`src/hw/txsc_pkg.sv`:
```
// package for the transmit subaddress control word block
// assumes one subaddress word per instance, host access by plain strobes
package txsc_pkg;

  // ************************************************************
  // word layout
  // ************************************************************
  localparam int          TXSC_W          = 16;
  localparam int          B_PP_EN         = 2;
  localparam int          B_STOP_PP       = 3;
  localparam int          B_PP_ACK        = 8;
  localparam int          B_BROADCAST_FLAG         = 9;
  localparam int          B_BUF_B         = 10;
  localparam int          B_ACCESSED      = 11;
  localparam int          B_FORCE_BUSY    = 12;
  localparam int          B_ACC_IRQ       = 14;
  localparam int          B_IDX_IRQ       = 15;
  localparam logic [15:0] TXSC_RESET      = 16'h0000;
  // host may write these at any time (3, 12, 14, 15)
  localparam logic [15:0] MASK_ANYTIME    = 16'hD008;
  // host may write these only while halted (0-2, 4-7)
  localparam logic [15:0] MASK_HALTED     = 16'h00F7;
  // device status bits (8-11)
  localparam logic [15:0] MASK_DEVICE     = 16'h0F00;
  // bits cleared by soft reset (9, 10, 11)
  localparam logic [15:0] MASK_SOFT_CLR   = 16'h0E00;

  // ************************************************************
  // command limits
  // ************************************************************
  localparam logic [4:0]  SA_MIN          = 5'h01;
  localparam logic [4:0]  SA_MAX          = 5'h1E;

  // completed command as seen by this word
  typedef struct packed {
    logic       done;        // one-cycle pulse at end of processing
    logic       valid;       // command word was valid
    logic       tx;          // transmit/receive bit
    logic [4:0] subaddr;
    logic       broadcast;
    logic       error_free;
    logic       index_zero;  // message_index reached zero / count reached
  } txsc_cmd_s;

  // interrupt events towards pending register and log
  typedef struct packed {
    logic index_zero;
    logic access;
  } txsc_irq_s;

endpackage : txsc_pkg

```
`src/hw/txsc_irq_gate.sv`:
```
// one interrupt source gate: local and global enable qualify an event
// assumes event is a one-cycle pulse in the sys_clk domain
`timescale 1ns/10ps
module txsc_irq_gate
  import txsc_pkg::*;
(
  input  wire logic sys_clk,
  input  wire logic arst_n,
  input  wire logic event_in,
  input  wire logic local_en,
  input  wire logic global_en,
  output logic      irq_pulse
);

  typedef struct packed {
    logic pulse;
  } txsc_gate_s;

  txsc_gate_s st;
  txsc_gate_s next_st;

  // pulse when both enables are high at the event
  always_comb begin
    next_st       = st;
    next_st.pulse = event_in & local_en & global_en;
  end

  // state register
  always_ff @(posedge sys_clk or negedge arst_n) begin
    if (!arst_n) begin
      st <= '0;
    end else begin
      st <= next_st;
    end
  end

  assign irq_pulse = st.pulse;

endmodule : txsc_irq_gate

```
`src/hw/txsc_word.sv`:
```
// transmit subaddress control word with host write permissions and status
// assumes strobes and command report are synchronous to sys_clk
//
// Behaviour
// - word applies only to valid transmit commands with subaddress 1 to 30
// - ping-pong written while terminal disabled never acknowledges; one buffer reused
// - bits 8-11 ignore host writes; device updates them while executing
// - host writes to bits 0-2 and 4-7 apply only while not executing
// - host writes to bits 3, 12, 14, 15 apply at any time
// - master reset clears the whole word to zero
// - soft reset clears only accessed, buffer select and broadcast bits
// - a host read of the word clears the accessed bit afterwards, unless a completed command sets it in the same cycle
// - index-zero interrupt needs local and global enable, on index reaching zero
// - index-zero event sets pending bit, asserts interrupt and logs it
// - access interrupt needs local and global enable, on any valid transmit command to subaddress 1 to 30 while executing
// - access event sets pending bit, asserts interrupt and logs it at completion
// - accessed bit sets when message processing completes
// - in ping-pong, buffer select inverts after each error-free completion
// - force_busy answers Busy, sends no data, leaves buffer select alone
`timescale 1ns/10ps
module txsc_word
  import txsc_pkg::*;
(
  input  wire logic        sys_clk,
  input  wire logic        arst_n,            // master reset, active low
  input  wire logic        soft_reset,
  input  wire logic        terminal_enable,
  input  wire logic        terminal_execute,
  input  wire logic        glb_idx_irq_en,
  input  wire logic        glb_acc_irq_en,
  input  wire logic        host_wr,
  input  wire logic [15:0] host_wdata,
  input  wire logic        host_rd,
  input  wire txsc_cmd_s   cmd,
  output logic [15:0]      host_rdata,
  output logic [15:0]      ctrl_word,
  output logic             busy_reply,
  output logic             pp_active,
  output txsc_irq_s        irq_event
);

  // ************************************************************
  // state
  // ************************************************************
  typedef struct packed {
    logic [15:0] word;
    logic [15:0] rdata;
    logic        pp_armed;   // ping-pong enabled while terminal was enabled
  } txsc_state_s;

  txsc_state_s st;
  txsc_state_s next_st;
  logic        hit;          // completed command uses this word
  logic        ack_now;
  logic [15:0] wmask;
  logic        idx_pulse;    // registered index-zero interrupt request
  logic        acc_pulse;    // registered access interrupt request

  // command qualification
  assign hit = cmd.done & cmd.valid & cmd.tx
             & (cmd.subaddr >= SA_MIN) & (cmd.subaddr <= SA_MAX);

  // ping-pong acknowledge follows enable, arm state and stop request
  assign ack_now = st.pp_armed & st.word[B_PP_EN] & ~st.word[B_STOP_PP];

  // host write mask depends on execution state
  assign wmask = terminal_execute ? MASK_ANYTIME
                                  : (MASK_ANYTIME | MASK_HALTED);

  // ************************************************************
  // next state
  // ************************************************************
  always_comb begin
    next_st = st;
    // host write, masked bits only
    if (host_wr) begin
      next_st.word = (st.word & ~wmask) | (host_wdata & wmask);
      if (!terminal_execute) begin
        next_st.pp_armed = host_wdata[B_PP_EN] & terminal_enable;
      end
    end
    // read returns the word before the clear
    if (host_rd) begin
      next_st.rdata                = st.word;
      next_st.word[B_ACCESSED]     = 1'b0;
    end
    // device-maintained bits while executing
    if (terminal_execute) begin
      next_st.word[B_PP_ACK] = ack_now;
      if (hit) begin
        next_st.word[B_ACCESSED] = 1'b1;
        if (cmd.broadcast) begin
          next_st.word[B_BROADCAST_FLAG] = 1'b1;
        end
        if (cmd.error_free && st.word[B_PP_ACK] && !st.word[B_FORCE_BUSY]) begin
          next_st.word[B_BUF_B] = ~st.word[B_BUF_B];
        end
      end
    end
    // soft reset clears status only
    if (soft_reset) begin
      next_st.word = next_st.word & ~MASK_SOFT_CLR;
    end
  end

  // state register
  always_ff @(posedge sys_clk or negedge arst_n) begin
    if (!arst_n) begin
      st <= '{word: TXSC_RESET, rdata: TXSC_RESET, pp_armed: 1'b0};
    end else begin
      st <= next_st;
    end
  end

  // ************************************************************
  // interrupt sources
  // ************************************************************
  txsc_irq_gate u_idx_gate (
    .sys_clk   (sys_clk),
    .arst_n    (arst_n),
    .event_in  (hit & terminal_execute & cmd.index_zero),
    .local_en  (st.word[B_IDX_IRQ]),
    .global_en (glb_idx_irq_en),
    .irq_pulse (idx_pulse)
  );

  txsc_irq_gate u_acc_gate (
    .sys_clk   (sys_clk),
    .arst_n    (arst_n),
    .event_in  (hit & terminal_execute),
    .local_en  (st.word[B_ACC_IRQ]),
    .global_en (glb_acc_irq_en),
    .irq_pulse (acc_pulse)
  );

  // outputs straight from state
  assign host_rdata = st.rdata;
  assign ctrl_word  = st.word;
  assign busy_reply = st.word[B_FORCE_BUSY];
  assign pp_active  = st.word[B_PP_ACK];
  // both gate flops feed the event struct through one driver
  assign irq_event  = '{index_zero: idx_pulse, access: acc_pulse};

  // ************************************************************
  // checks
  // ************************************************************
  a_unused_bit_zero: assert property (@(posedge sys_clk) disable iff (!arst_n)
    st.word[13] == 1'b0)
    else $error("unused bit 13 is set");

  a_device_bits_hold: assert property (@(posedge sys_clk) disable iff (!arst_n)
    (!terminal_execute && !soft_reset) |=> (st.word[11:8] & 4'hD) ==
      ($past(st.word[11:8]) & 4'hD) || $past(host_rd))
    else $error("device bits changed while halted");

  a_halted_write: assert property (@(posedge sys_clk) disable iff (!arst_n)
    (host_wr && !terminal_execute) |=> st.word[7:0] == $past(host_wdata[7:0]))
    else $error("halted write to low bits lost");

  a_exec_write_block: assert property (@(posedge sys_clk) disable iff (!arst_n)
    (host_wr && terminal_execute) |=> (st.word[7:4] == $past(st.word[7:4]))
      && (st.word[2:0] == $past(st.word[2:0])))
    else $error("low bits written during execution");

  a_anytime_write: assert property (@(posedge sys_clk) disable iff (!arst_n)
    host_wr |=> (st.word & MASK_ANYTIME) == ($past(host_wdata) & MASK_ANYTIME))
    else $error("anytime bits not written");

  a_soft_clear: assert property (@(posedge sys_clk) disable iff (!arst_n)
    (soft_reset && !host_wr && !terminal_execute) |=>
      (st.word[11:9] == 3'h0) && (st.word[7:0] == $past(st.word[7:0])))
    else $error("soft reset clear wrong");

  a_read_clears: assert property (@(posedge sys_clk) disable iff (!arst_n)
    (host_rd && !hit) |=> !st.word[B_ACCESSED] && host_rdata == $past(st.word))
    else $error("read did not clear accessed");

  a_access_sets: assert property (@(posedge sys_clk) disable iff (!arst_n)
    (hit && terminal_execute && !soft_reset) |=> st.word[B_ACCESSED])
    else $error("accessed bit not set");

  a_busy_keeps_buf: assert property (@(posedge sys_clk) disable iff (!arst_n)
    (hit && st.word[B_FORCE_BUSY] && !soft_reset) |=> $stable(st.word[B_BUF_B]))
    else $error("buffer select toggled under busy");

  a_unarmed_no_ack: assert property (@(posedge sys_clk) disable iff (!arst_n)
    (!st.pp_armed && terminal_execute) |=> !st.word[B_PP_ACK])  // bit 8 holds while halted
    else $error("ping-pong ack without arming");

  a_acc_irq_once: assert property (@(posedge sys_clk) disable iff (!arst_n)
    (hit && terminal_execute && st.word[B_ACC_IRQ] && glb_acc_irq_en)
      |=> irq_event.access ##1 !irq_event.access || $past(hit, 1))
    else $error("access interrupt missing");

  a_idx_irq_cause: assert property (@(posedge sys_clk) disable iff (!arst_n)
    irq_event.index_zero |-> $past(hit && terminal_execute && cmd.index_zero
      && st.word[B_IDX_IRQ] && glb_idx_irq_en))
    else $error("index-zero interrupt without cause");

  a_idx_irq_fires: assert property (@(posedge sys_clk) disable iff (!arst_n)
    (hit && terminal_execute && cmd.index_zero && st.word[B_IDX_IRQ] && glb_idx_irq_en)
      |=> irq_event.index_zero)
    else $error("index-zero interrupt missing");

  a_acc_irq_cause: assert property (@(posedge sys_clk) disable iff (!arst_n)
    irq_event.access |-> $past(hit && terminal_execute && st.word[B_ACC_IRQ]
      && glb_acc_irq_en))
    else $error("access interrupt without cause");

  a_buf_toggles: assert property (@(posedge sys_clk) disable iff (!arst_n)
    (hit && terminal_execute && cmd.error_free && st.word[B_PP_ACK]
      && !st.word[B_FORCE_BUSY] && !soft_reset)
      |=> st.word[B_BUF_B] != $past(st.word[B_BUF_B]))
    else $error("buffer select did not invert");

  a_ack_follows: assert property (@(posedge sys_clk) disable iff (!arst_n)
    terminal_execute |=> st.word[B_PP_ACK] == $past(ack_now))
    else $error("ping-pong ack not updated while executing");

  a_miss_ignored: assert property (@(posedge sys_clk) disable iff (!arst_n)
    (cmd.done && !hit && !host_rd && !soft_reset)
      |=> st.word[B_ACCESSED] == $past(st.word[B_ACCESSED]))
    else $error("command outside range touched the word");

endmodule : txsc_word

```
`config.mk`:
```
export PLATFORM = sky130hd
export DESIGN_NAME = txsc_word
export DESIGN_NICKNAME = d
export VERILOG_FILES = /design/src/hw/txsc_pkg.sv /design/src/hw/txsc_irq_gate.sv /design/src/hw/txsc_word.sv
export SDC_FILE = /design/constraint.sdc
export NUM_CORES = 1
export LEC_CHECK = 0
export BUFFER_PORTS_ARGS = -buffer_cell sky130_fd_sc_hd__buf_2
export CELL_PAD_IN_SITES_DETAIL_PLACEMENT = 1
export CELL_PAD_IN_SITES_GLOBAL_PLACEMENT = 1
export CORE_ASPECT_RATIO = 0.9
export CORE_MARGIN = 5
export CORE_UTILIZATION = 31
export CTS_CLUSTER_DIAMETER = 30
export DETAILED_ROUTE_END_ITERATION = 8
export PLACE_DENSITY_LB_ADDON = 0.12
export SETUP_SLACK_MARGIN = 0.5
export SYNTH_ARGS = -nofsm -noshare
export SYNTH_HDL_FRONTEND = slang
export SYNTH_SLANG_ARGS = --single-unit
```
`constraint.sdc`:
```
create_clock -name sys_clk -period 1.1 [get_ports sys_clk]
set_input_delay 0.11 -clock sys_clk [delete_from_list [all_inputs] [get_ports sys_clk]]
set_output_delay 0.11 -clock sys_clk [all_outputs]
set_load 0.03 [all_outputs]
```
After elaboration in Yosys (flattened, before gate mapping)
Index checks and enable logic that the tools add are counted.
W data, S select, Z words.
{"block": "word_totals", "elab_cells": 39, "input_bits": 36, "ff_bits": 35}
{"block": "op_classes", "muxes": 8, "n_lt_le_gt_ge": 2, "n_bitwise": 20, "n_reduce_logical": 4}
{"operator": "$and A16 B16 Y16", "n": 2}
{"operator": "$mux W16", "n": 1}
{"operator": "$not A16 Y16", "n": 1}
{"operator": "$or A16 B16 Y16", "n": 1}
{"operator": "$and A1 B1 Y1", "n": 13}
{"operator": "$mux W12", "n": 1}
{"operator": "$mux W8", "n": 1}
{"operator": "$ge A5 B1 Y1 const B", "n": 1}
{"operator": "$le A5 B5 Y1 const B", "n": 1}
{"operator": "$mux W4", "n": 1}
{"operator": "$mux W1", "n": 3}
{"operator": "$mux W3", "n": 1}
{"operator": "$not A1 Y1", "n": 3}
{"operator": "$logic_and A1 B1 Y1", "n": 2}
{"operator": "$reduce_and A2 Y1", "n": 1}
{"operator": "$logic_not A1 Y1", "n": 1}

Depth between registers and ports, before layout
Gate-level depths: netlist (run 1).
{"block": "depth", "depth_word": 9, "ltp_mapped": 4, "depth_no_buf": 4}

Cells and area by module
Synthesis (run 1) repeated with hierarchy kept, for this count alone.
{"block": "unflattened", "cells_unflattened": 123, "hier_area_um2": 1546.5}
{"mod": "txsc_word", "area_each_um2": 1483.9, "cells_per_inst": 119, "instances": 1, "seq_area_each_um2": 775.7}
{"mod": "txsc_irq_gate", "area_each_um2": 31.3, "cells_per_inst": 2, "instances": 2, "seq_area_each_um2": 25.0}

Worst setup path after synthesis (run 1)
OpenSTA, ideal clock, no wires.
{"block": "synth_timing", "path_type": "register -> register", "from": "register st, in the netlist ctrl_word[12]", "to": "register st, in the netlist ctrl_word[10]", "setup_time_ps": 128, "setup_slack_ps": -178, "t_arrival_ps": 1151, "synth_period_minus_slack_ps": 1278, "stages_incl_launch_ff": 3, "cell_sequence": "dfrtp_1 > nor4_1 > mux2_1"}
{"block": "synth_via", "elab_chain_len": 6}
{"element": "start, declared", "line": "txsc_word.sv:51", "rtl": "txsc_state_s st;"}
{"element": "start signal, assigned", "line": "txsc_word.sv:109", "rtl": "st <= '{word: TXSC_RESET, rdata: TXSC_RESET, pp_armed: 1'b0};"}
{"element": "start signal, assigned", "line": "txsc_word.sv:111", "rtl": "st <= next_st;"}
{"element": "$logic_not A1 Y1", "line": "txsc_word.sv:95", "rtl": "if (cmd.error_free && st.word[B_PP_ACK] && !st.word[B_FORCE_BUSY]) begin"}
{"element": "$logic_and A1 B1 Y1", "line": "txsc_word.sv:95"}
{"element": "$mux W1", "line": "txsc_word.sv:95"}
{"element": "$mux W3", "line": "txsc_word.sv:90", "rtl": "if (hit) begin"}
{"element": "$mux W4", "line": "txsc_word.sv:88", "rtl": "if (terminal_execute) begin"}
{"element": "$mux W12", "line": "txsc_word.sv:101", "rtl": "if (soft_reset) begin"}
No other way between the ends.
A chain may end at the register's enable or synchronous reset.

Worst setup path in the final report (run 1)
{"block": "layout_timing", "from": "input cmd[3] (netlist name)", "to": "register st, in the netlist ctrl_word[10]"}
{"block": "layout_via", "elab_chain_len": 6, "word_cells_on_any_way": 7}
{"element": "start, declared", "line": "txsc_word.sv:34", "rtl": "input wire txsc_cmd_s cmd,"}
{"element": "$ge A5 B1 Y1", "line": "txsc_word.sv:61", "rtl": "& (cmd.subaddr >= SA_MIN) & (cmd.subaddr <= SA_MAX);"}
{"element": "$and A1 B1 Y1", "line": "txsc_word.sv:61"}
{"element": "$and A1 B1 Y1 (*)", "line": "txsc_word.sv:61"}
{"element": "$mux W3 (*)", "line": "txsc_word.sv:90"}
{"element": "$mux W4 (*)", "line": "txsc_word.sv:88"}
{"element": "$mux W12 (*)", "line": "txsc_word.sv:101"}
Every way passes the cells marked *; elsewhere a longest branch is shown, timed or not.

==> impl_metrics.ini, run 1 <==
[status]
status = complete, but fails checks
violations = negative setup slack

[synth]
synth_mux_area_share_pct = 20.39
synth-compound-area-share_pct = 1.381
syn_avg_cell_area_um2 = 12.52
ys_seq_elements = 33
syn_inst = 123
synth_top_family_by_area = multiplexers
synthAdderAreaFrac_pct = 0
synthXorXnorAreaFrac_pct = 0
yosysWarnings = 0
syn_area_um2 = 1540
ys_types = 22
yosys.area_share.simple_pct = 6.174
ys_seq_area_share_pct = 53.61

[clock_tree]
clk_pin_slew_ns = 0.07
htree_num_levels = 2
insertion_delay_ns = 0.28
cts_buffers = 5
cts.sink_count = 33
clk_path_buf_depth = 2
root_buffer = clkbuf_8
cts_tree = yes

[floorplanning]
dieWidth_um = 84.30
rows = 24
die_area_um2 = 6480
core_um2 = 4835
pin_count = 72
dieHeight_um = 76.87
initial_core_util_pct = 31.86

[placement]
dpl.hpwl_um = 2771
portBuffers = 64
gp_congestion = 0.7504
preCtsSetupSlack_ns = -0.3057
dp_cells = 224

[global_routing]
grt_first_pass_wirelength_um = 6796
grt.overflow.total = 0
grt_max_degree = 34
grt_usage_pct = 13.21
grt_pass1_vias = 1311
antenna_found_initial = 0

[setup_path]
r2r_start = ctrl_word[12]
crit_family = simple AND/OR/NAND/NOR gates
worst-path-max-fanout = 2
critPathArrivalTime_ns = 1.35
reg2regPathDepth = 2
cp-start-kind = input pin
cp_cell_sequence = buf_2 > or4_1 > mux2i_2 > nor4_4 > mux2_4
critical_path_buf_inv_count = 1
r2r_setup_slack_ns = -0.05
required_ns = 1.26
cpPeakStageDelay_ns = 0.54
cp_slowest_cell = or4_1
rr_endpoint = ctrl_word[10]
path_class = in -> reg
cp-end-kind = flip-flop

[layout]
seqCellArea_um2 = 828.3
antenna_cells = 0
final_common_cell = buf_6
drive_above_1_share_pct = 72.40
finalNonFillerCells = 257
multi_input_area_um2 = 559.3
area_growth_pct = 60.36
final_cell_mix = 57 x buf_6, 31 x dfrtp_1, 30 x buf_2
fin_nets = 227
fill_cells = 494

[timing]
hold_violations = 0
maxSlewViolCount = 0
timing.clock.skew_ns = 0.004404
max_clock_freq_ghz = 0.8426
post-route-period-util_pct = 107.9
rsz0062_at_grt = yes
tns_ns = -0.1487
setup_viol = 5
fin_ws_ns = -0.08684
fin_crit_ns = 1.187

[power]
irDropWorstVdd_uv = 501.7
p_per_area_nw_per_um2 = 1467
p_leak_nw = 1.228

[detailed_routing]
finalWirelength_um = 4092
ant_nets = 0
first_pass_iters = 3
drt-wirelength-per-cell_um = 15.92
drc = 0
vias = 1093
viasPerCell = 4.253
drtIter0Drc = 7

[hold_path]
min-delay-start = glb_acc_irq_en
holdPathStages = 3
min_to = u_acc_gate.irq_pulse
hold_class = in -> reg

[flow_run]
drv_cap = 0
logic make-up after synthesis:
logic type / count (synthesis)
buffers and inverters: 40
flip-flops: 33
multiplexers: 28
AND/OR/NAND/NOR: 17
AO/OA/AOI/OAI: 4
other: 1
per-layer routing:
layer  global-route usage, %  vias to the layer above  wire (um)
met3                   3.644                        4        191
met2                   23.03                       37       2124
met5                       0                        -          0
met4                   3.859                        0         23
met1                   15.79                      541       1752
li1                        -                      511          -
power by group:
part	total [mW]	switching [mW]	internal (mW)
Clock	0.877	0.439	0.438
Combinational	1.27	0.561	0.709
Sequential	1.48	0.120	1.36
stage by stage:
stage / instance area [um2] / hold slack [ns] / total power [mW] / utilization [%]
3_3_place_gp: 1861 / 0.08155 / 2.303 / 38.48
3_5_place_dp: 1861 / 0.08409 / 2.327 / 38.48
4_1_cts: 2436 / 0.03745 / 3.641 / 50.39
6_report: 2470 / 0.04447 / 3.623 / 51.09
5_1_grt: 2470 / 0.03777 / 3.807 / 51.09
2_1_floorplan: 1785 / -0.1856 / 2.319 / -
synthesized netlist by cell type, drive strengths merged:
master | count | share of area, %
nand2b | 2 | 0.81
a21oi | 1 | 0.32
nand3 | 2 | 0.65
mux2 | 27 | 20
conb | 1 | 0.24
or4 | 1 | 0.49
mux2i | 1 | 0.65
nor2b | 2 | 0.81
clkbuf | 1 | 0.24
dfrtp | 33 | 54
nand4b | 1 | 0.57
inv | 3 | 0.73
nor2 | 3 | 0.73
o21ai | 2 | 0.65
nand2 | 2 | 0.49
buf | 36 | 17
nor4 | 1 | 0.41
o22ai | 1 | 0.41
nand4 | 2 | 0.81
or2 | 1 | 0.41
repair_timing:
item | 4_1_cts | 5_1_grt
hold endpoints to repair | 33 | 0
endpoints found under the setup margin | 67 | 67
setup buffers | 23 | 1
pin swaps | 1 | 0
hold buffers | 1 | 0
gates resized for setup | 93 | 8
worst max path at each step:
stage | from | endpoint | slack (ns) | depth (start not counted)
4_1_cts | ctrl_word[12] | ctrl_word[10] | -0.06 | 2
3_3_place_gp | cmd[3] | ctrl_word[10] | -0.27 | 5
6_report | cmd[3] | ctrl_word[10] | -0.09 | 5
2_1_floorplan | cmd[3] | ctrl_word[10] | -0.15 | 4
3_5_place_dp | cmd[3] | ctrl_word[10] | -0.31 | 5
5_1_grt | ctrl_word[12] | ctrl_word[10] | -0.13 | 2
tightest hold or removal path, delay by kind of cell:
family | cells | cell delay, ns
AND/OR/NAND/NOR | 2 | 0.08
buffers and inverters | 1 | 0.10
final cells by class:
class	instances	area share, %
Clock buffer	6	2.938
Clock inverter	2	0.4053
Inverter	3	0.4559
Multi-Input combinational cell	51	22.64
Sequential cell	33	33.54
Tap cell	65	3.293
Timing Repair Buffer	97	36.73
Note: power is estimated with default switching activity, not from simulation.
==> run 2: changes to the inputs <==
Settings changed: ABC_AREA set to 1, CORE_UTILIZATION 31 to 29, CTS_BUF_LIST set to sky130_fd_sc_hd__clkbuf_16.
==> run 2 against run 1 <==
Net effect:
- the flow finishes with violations (negative hold slack)
- global-route usage grew 0.32 points
- clock power grew 74%
- highest routed layer unchanged
- routed wire length grew 12%
- largest power group is now the clock network
- total power grew 12%
- combinational power shrank 14%
- utilization shrank 1.1 points
- register-to-register slack gained 0.23 ns
==> impl_metrics.ini, run 2 <==
[power]
p_leak_nw = 1.376
p_per_area_nw_per_um2 = 1533
irDropWorstVdd_uv = 720.0

[timing]
timing.clock.skew_ns = 0.004268
maxSlewViolCount = 0
holdWs_ns = -0.2332
tns_ns = 0
max_clock_freq_ghz = 1.022
setup_viol = 0
fin_crit_ns = 0.9789
hold_violations = 15
rsz0062_at_grt = yes
post-route-period-util_pct = 88.99

[synth]
synth_mux_area_share_pct = 0
synth_common_cells = 75 x nand2_1, 34 x buf_4, 33 x dfrtp_1
synth.most_common_cell = nand2_1
syn_inst = 186
ys_seq_elements = 33
synthXorXnorAreaFrac_pct = 0
synth-edff-count = 0
syn_avg_cell_area_um2 = 8.503
ys_types = 17
ys_seq_area_share_pct = 52.22
synth_top_family_by_area = simple AND/OR/NAND/NOR gates
syn_area_um2 = 1582
postSynth.asyncResetShare_pct = 100.0
yosys.area_share.simple_pct = 24.68
synthAdderAreaFrac_pct = 0
synth-compound-area-share_pct = 3.165
synthTopCellsByArea = dfrtp_1 52%, nand2_1 18%, buf_4 16%, inv_1 2.4%, o21ai_0 2.2%
netlist.area_leader.share_pct = 52.22
yosysWarnings = 0
synth_top_cell_by_area = dfrtp_1
ys.flop_type = dfrtp_1

[detailed_routing]
drtIter0Drc = 23
drt-wirelength-per-cell_um = 14.10
finalWirelength_um = 4595
drc = 0
first_pass_iters = 4
ant_nets = 0
viasPerCell = 4.209
vias = 1372

[global_routing]
grt_usage_pct = 13.53
antenna_found_initial = 0
grt_max_degree = 19
grt_pass1_vias = 1447
grt_first_pass_wirelength_um = 7176
grt.overflow.total = 0

[floorplanning]
initial_core_util_pct = 29.92
die_area_um2 = 7032
core_um2 = 5286
dieWidth_um = 87.84
rows = 25
pin_count = 72
dieHeight_um = 80.06

[setup_path]
required_ns = 0.99
cp_cell_sequence = buf_6
cp-end-kind = output port
path_class = reg -> out
rr_endpoint = ctrl_word[10]
worst-path-max-fanout = 4
r2r_setup_slack_ns = 0.18
cpPeakStageDelay_ns = 0.44
critical_path_buf_inv_count = 1
cp-start-kind = flip-flop
critPathArrivalTime_ns = 0.87
r2r_start = ctrl_word[8]
crit_family = flip-flops
reg2regPathDepth = 5
cp_slowest_cell = dfrtp_2

[layout]
final_common_cell = buf_6
drive_above_1_share_pct = 61.78
area_growth_pct = 67.17
final_cell_mix = 60 x buf_6, 48 x nand2_1, 31 x dfrtp_1
final_area_um2 = 2644
fill_cells = 598
antenna_cells = 0
utilization_pct = 50.01
fin_nets = 294

[clock_tree]
cts_tree = yes
clk_pin_slew_ns = 0.05
cts_buffers = 5
clk_path_buf_depth = 2
insertion_delay_ns = 0.27
htree_num_levels = 2
root_buffer = clkbuf_16
cts.sink_count = 33

[placement]
place_area_um2 = 1805
gp_congestion = 0.7753
dpl.hpwl_um = 3187
portBuffers = 64

[status]
status = complete, but fails checks
violations = negative hold slack

[hold_path]
hold_class = in -> async

[flow_run]
drv_cap = 0
==> run 2: repair_timing <==
action	CTS	global route
endpoints found under the setup margin	67	67
pin swaps	9	22
endpoints found under the hold margin	15	15
buffers inserted	20	12
resized for setup	101	43
cloned	0	0
==> run 2: cell families after synthesis <==
kind of cell           after synthesis
AO/OA/AOI/OAI                       10
buffers and inverters               49
flip-flops                          33
other                                1
AND/OR/NAND/NOR                     93
==> run 2: final cells by class <==
class | count | area (um2) | area share, %
clock buffer | 5 | 125.1 | 4.733
clock inverter | 3 | 37.54 | 1.420
inverter | 12 | 67.56 | 2.556
multi-input combinational | 105 | 568.0 | 21.49
sequential | 33 | 828.3 | 31.33
tap | 67 | 83.83 | 3.171
timing repair buffer | 101 | 933.4 | 35.31
==> run 2: worst max path at each step <==
stage / start / end / cells after the start
after floorplan: ctrl_word[8] / ctrl_word[10] / 6
after CTS: ctrl_word[12] / ctrl_word[12] / 1
after detailed placement: host_wr / flip-flop / 6
after global routing: ctrl_word[8] / ctrl_word[10] / 6
final: ctrl_word[12] / ctrl_word[12] / 1
after global placement: host_wr / st[0] / 6
==> run 2: where the power goes <==
group | internal (mW) | switching [mW] | total, mW | leakage [nW]
clock network | 1.05 | 0.481 | 1.53 | 0.0826
logic | 0.542 | 0.551 | 1.09 | 0.871
registers | 1.33 | 0.102 | 1.43 | 0.423
total | 2.92 | 1.13 | 4.05 | 1.38
==> run 2: per-layer routing <==
| metal | wire length (um) | global-route usage, % | share of wire, % |
|---|---|---|---|
| met2 | 2395 | 22.67 | 52 |
| met1 | 1896 | 16.53 | 41 |
| met4 | 54 | 4.141 | 1.2 |
| met3 | 249 | 4.205 | 5.4 |
| met5 | 0 | 0 | 0 |
==> run 2: per-stage QoR <==
step                setup WS (ns)  std cells  hold WS, ns  total power, mW
CTS                        0.1248        314      -0.2176            3.948
global placement           0.1588        286      0.06158            2.057
finish                     0.1211        326      -0.2332            4.053
detailed placement         0.1469        286      0.07085            2.075
floorplan                  0.1591        187      -0.1856            2.025
global route              0.08329        326      -0.2065            4.262
==> run 3: changes to the inputs <==
Settings changed: SYNTH_HIERARCHICAL set to 1.
==> run 3 against run 2 <==
Net effect:
- the run now ends clean
- clock power decreased by 14%
- global-route usage down 0.86 points
- synthesized area up 0.87%
- combinational power about the same
- worst setup slack better by 0.0072 ns
- clock skew shrank 0.00094 ns
- synthesized cell count rose by 2.7%
- cell area up 0.47%
- total power decreased by 5.2%
- critical endpoint unchanged
==> impl_metrics.ini, run 3 <==
[status]
status = complete, no violations

[detailed_routing]
vias = 1399
drtIter0Drc = 38
drt-wirelength-per-cell_um = 12.93
finalWirelength_um = 4369
ant_nets = 0
first_pass_iters = 4
viasPerCell = 4.139
drc = 0

[timing]
timing.clock.skew_ns = 0.003328
hold_violations = 0
max_clock_freq_ghz = 1.029
rsz0062_at_grt = yes
fin_ws_ns = 0.1283
maxSlewViolCount = 0
tns_ns = 0
post-route-period-util_pct = 88.34
setup_viol = 0
fin_crit_ns = 0.9717

[power]
p_clk_share_pct = 34.1
swShare_pct = 29.68
p_leak_nw = 1.415
switching_power_mw = 1.140
seqPwrFrac_pct = 37.1
power_mw = 3.842
p_per_area_nw_per_um2 = 1447
internal_power_mw = 2.702
comb_power_share_pct = 28.8
irDropWorstVdd_uv = 1013

[setup_path]
cpPeakStageDelay_ns = 0.44
path_class = reg -> out
critical_path_buf_inv_count = 1
cp-start-kind = flip-flop
worst-path-max-fanout = 4
critPathArrivalTime_ns = 0.86
cp_slowest_cell = dfrtp_2
cp-end-kind = output port
cp_cell_sequence = buf_6
required_ns = 0.99
crit_family = flip-flops

[layout]
final_cell_mix = 60 x buf_6, 51 x nand2_1, 31 x dfrtp_1
final_common_cell = buf_6
drive_above_1_share_pct = 58.67
antenna_cells = 0
seqCellArea_um2 = 828.3
fill_cells = 628
fin_nets = 306
final_area_um2 = 2656
area_growth_pct = 66.51
multi_input_area_um2 = 545.5

[synth]
synth_top_cell_by_area = dfrtp_1
ys_seq_elements = 33
synth.most_common_cell = nand2_1
ys_types = 18
ys_seq_area_share_pct = 51.76
postSynth.asyncResetShare_pct = 100.0
ys.flop_type = dfrtp_1
netlist.area_leader.share_pct = 51.76
syn_avg_cell_area_um2 = 8.352
synth-edff-count = 0
yosysWarnings = 6
synth_common_cells = 76 x nand2_1, 34 x buf_4, 33 x dfrtp_1
syn_inst = 191
synthTopCellsByArea = dfrtp_1 52%, nand2_1 18%, buf_4 16%, inv_1 3.1%, o21ai_0 2.2%
syn_area_um2 = 1595

[floorplanning]
die_area_um2 = 7086
initial_core_util_pct = 30.18
dieHeight_um = 80.36
rows = 25
core_um2 = 5286
dieWidth_um = 88.18
pin_count = 72

[clock_tree]
htree_num_levels = 2
cts_tree = yes
clk_path_buf_depth = 2
cts_buffers = 5
insertion_delay_ns = 0.27
cts.sink_count = 33
clk_pin_slew_ns = 0.05
root_buffer = clkbuf_16

[hold_path]
hold_class = in -> reg

[flow_run]
drv_cap = 0

[placement]
gp_congestion = 0.7155
place_area_um2 = 1804
preCtsSetupSlack_ns = 0.1435
dpl.hpwl_um = 2910
portBuffers = 64

[global_routing]
grt_first_pass_wirelength_um = 6824
antenna_found_initial = 0
grt.overflow.total = 0
grt_pass1_vias = 1482
grt_max_degree = 34
grt_usage_pct = 12.67
-- run 3: cell count changes in the layout (fill, tap and decap cells not counted), moves of 3 or more --
cell,previous run,this run
inv_1,6,9
nand2_1,48,51
buf_4,9,17
o21ai_1,2,5
o21ai_2,6,3
nand2_2,27,24
nor2_2,2,5
-- run 3: worst paths after layout --
| kind | depth (start not counted) | slack, ns | from | to |
|---|---|---|---|---|
| max in group asynchronous | 3 | 0.59 | arst_n | ctrl_word[12] |
| setup reg to reg | 6 | 0.16 | ctrl_word[8] | ctrl_word[10] |
| hold / removal | 3 | 0.03 | host_wdata[12] | ctrl_word[12] |
| setup / recovery | 1 | 0.13 | ctrl_word[12] | ctrl_word[12] |
| hold reg to reg | 2 | 0.49 | st[0] | st[0] |
| min in group asynchronous | 3 | 0.32 | arst_n | host_rdata[3] |
-- run 3: cell type report --
type	instances	area share, %
clock buffers	5	4.710
clock inverters	3	0.4710
inverters	16	3.015
multi-input cells	106	20.54
flip-flops and latches	33	31.18
well taps	67	3.156
repair buffers	108	36.93
-- run 3: worst register-to-register path, delay by kind of cell (launching register included) --
kind / cells / cell delay [ns]
flops: 1 / 0.41
buf+inv: 1 / 0.03
simple gates: 5 / 0.42
-- run 3: metal layers --
metal / global-route usage, % / up-vias / share of wire, %
li1: - / 702 / -
met4: 4.532 / 0 / 1.2
met1: 15.51 / 655 / 44
met2: 21.00 / 37 / 50
met5: 0 / - / 0
met3: 3.692 / 5 / 5.5
-- run 3: repair_timing --
| action | 4_1_cts | 5_1_grt |
|---|---|---|
| hold buffers | 1 | 0 |
| gates resized for setup | 97 | 42 |
| pin swaps | 8 | 21 |
| endpoints found under the setup margin | 67 | 67 |
| buffers inserted | 19 | 19 |
| hold endpoints to repair | 33 | 0 |
-- run 3: per-stage QoR --
| stage | std cells | util (%) | hold WS [ns] |
|---|---|---|---|
| detailed placement | 291 | 34.13 | 0.08467 |
| global placement | 291 | 34.13 | 0.08120 |
| global route | 338 | 50.25 | 0.03590 |
| CTS | 319 | 45.11 | 0.02722 |
| finish | 338 | 50.25 | 0.03410 |
| floorplan | 192 | - | -0.1856 |
-- run 3: cells by family (layout without fill, tap and decap cells) --
logic type,Yosys count,after routing,synth area share (%)
AND/OR/NAND/NOR,94,94,24.39
buffers and inverters,53,132,20.47
flip-flops,33,33,51.76
other,1,2,0.2351
AO/OA/AOI/OAI,10,10,3.137
-- run 3: power by group through the flow --
stage	combinational [mW]	sequential, mW	clock [mW]
6_report	1.11	1.43	1.31
5_1_grt	1.19	1.44	1.42
4_1_cts	0.927	1.42	1.34
3_5_place_dp	0.637	1.43	0
3_3_place_gp	0.627	1.43	0
2_1_floorplan	0.593	1.43	0
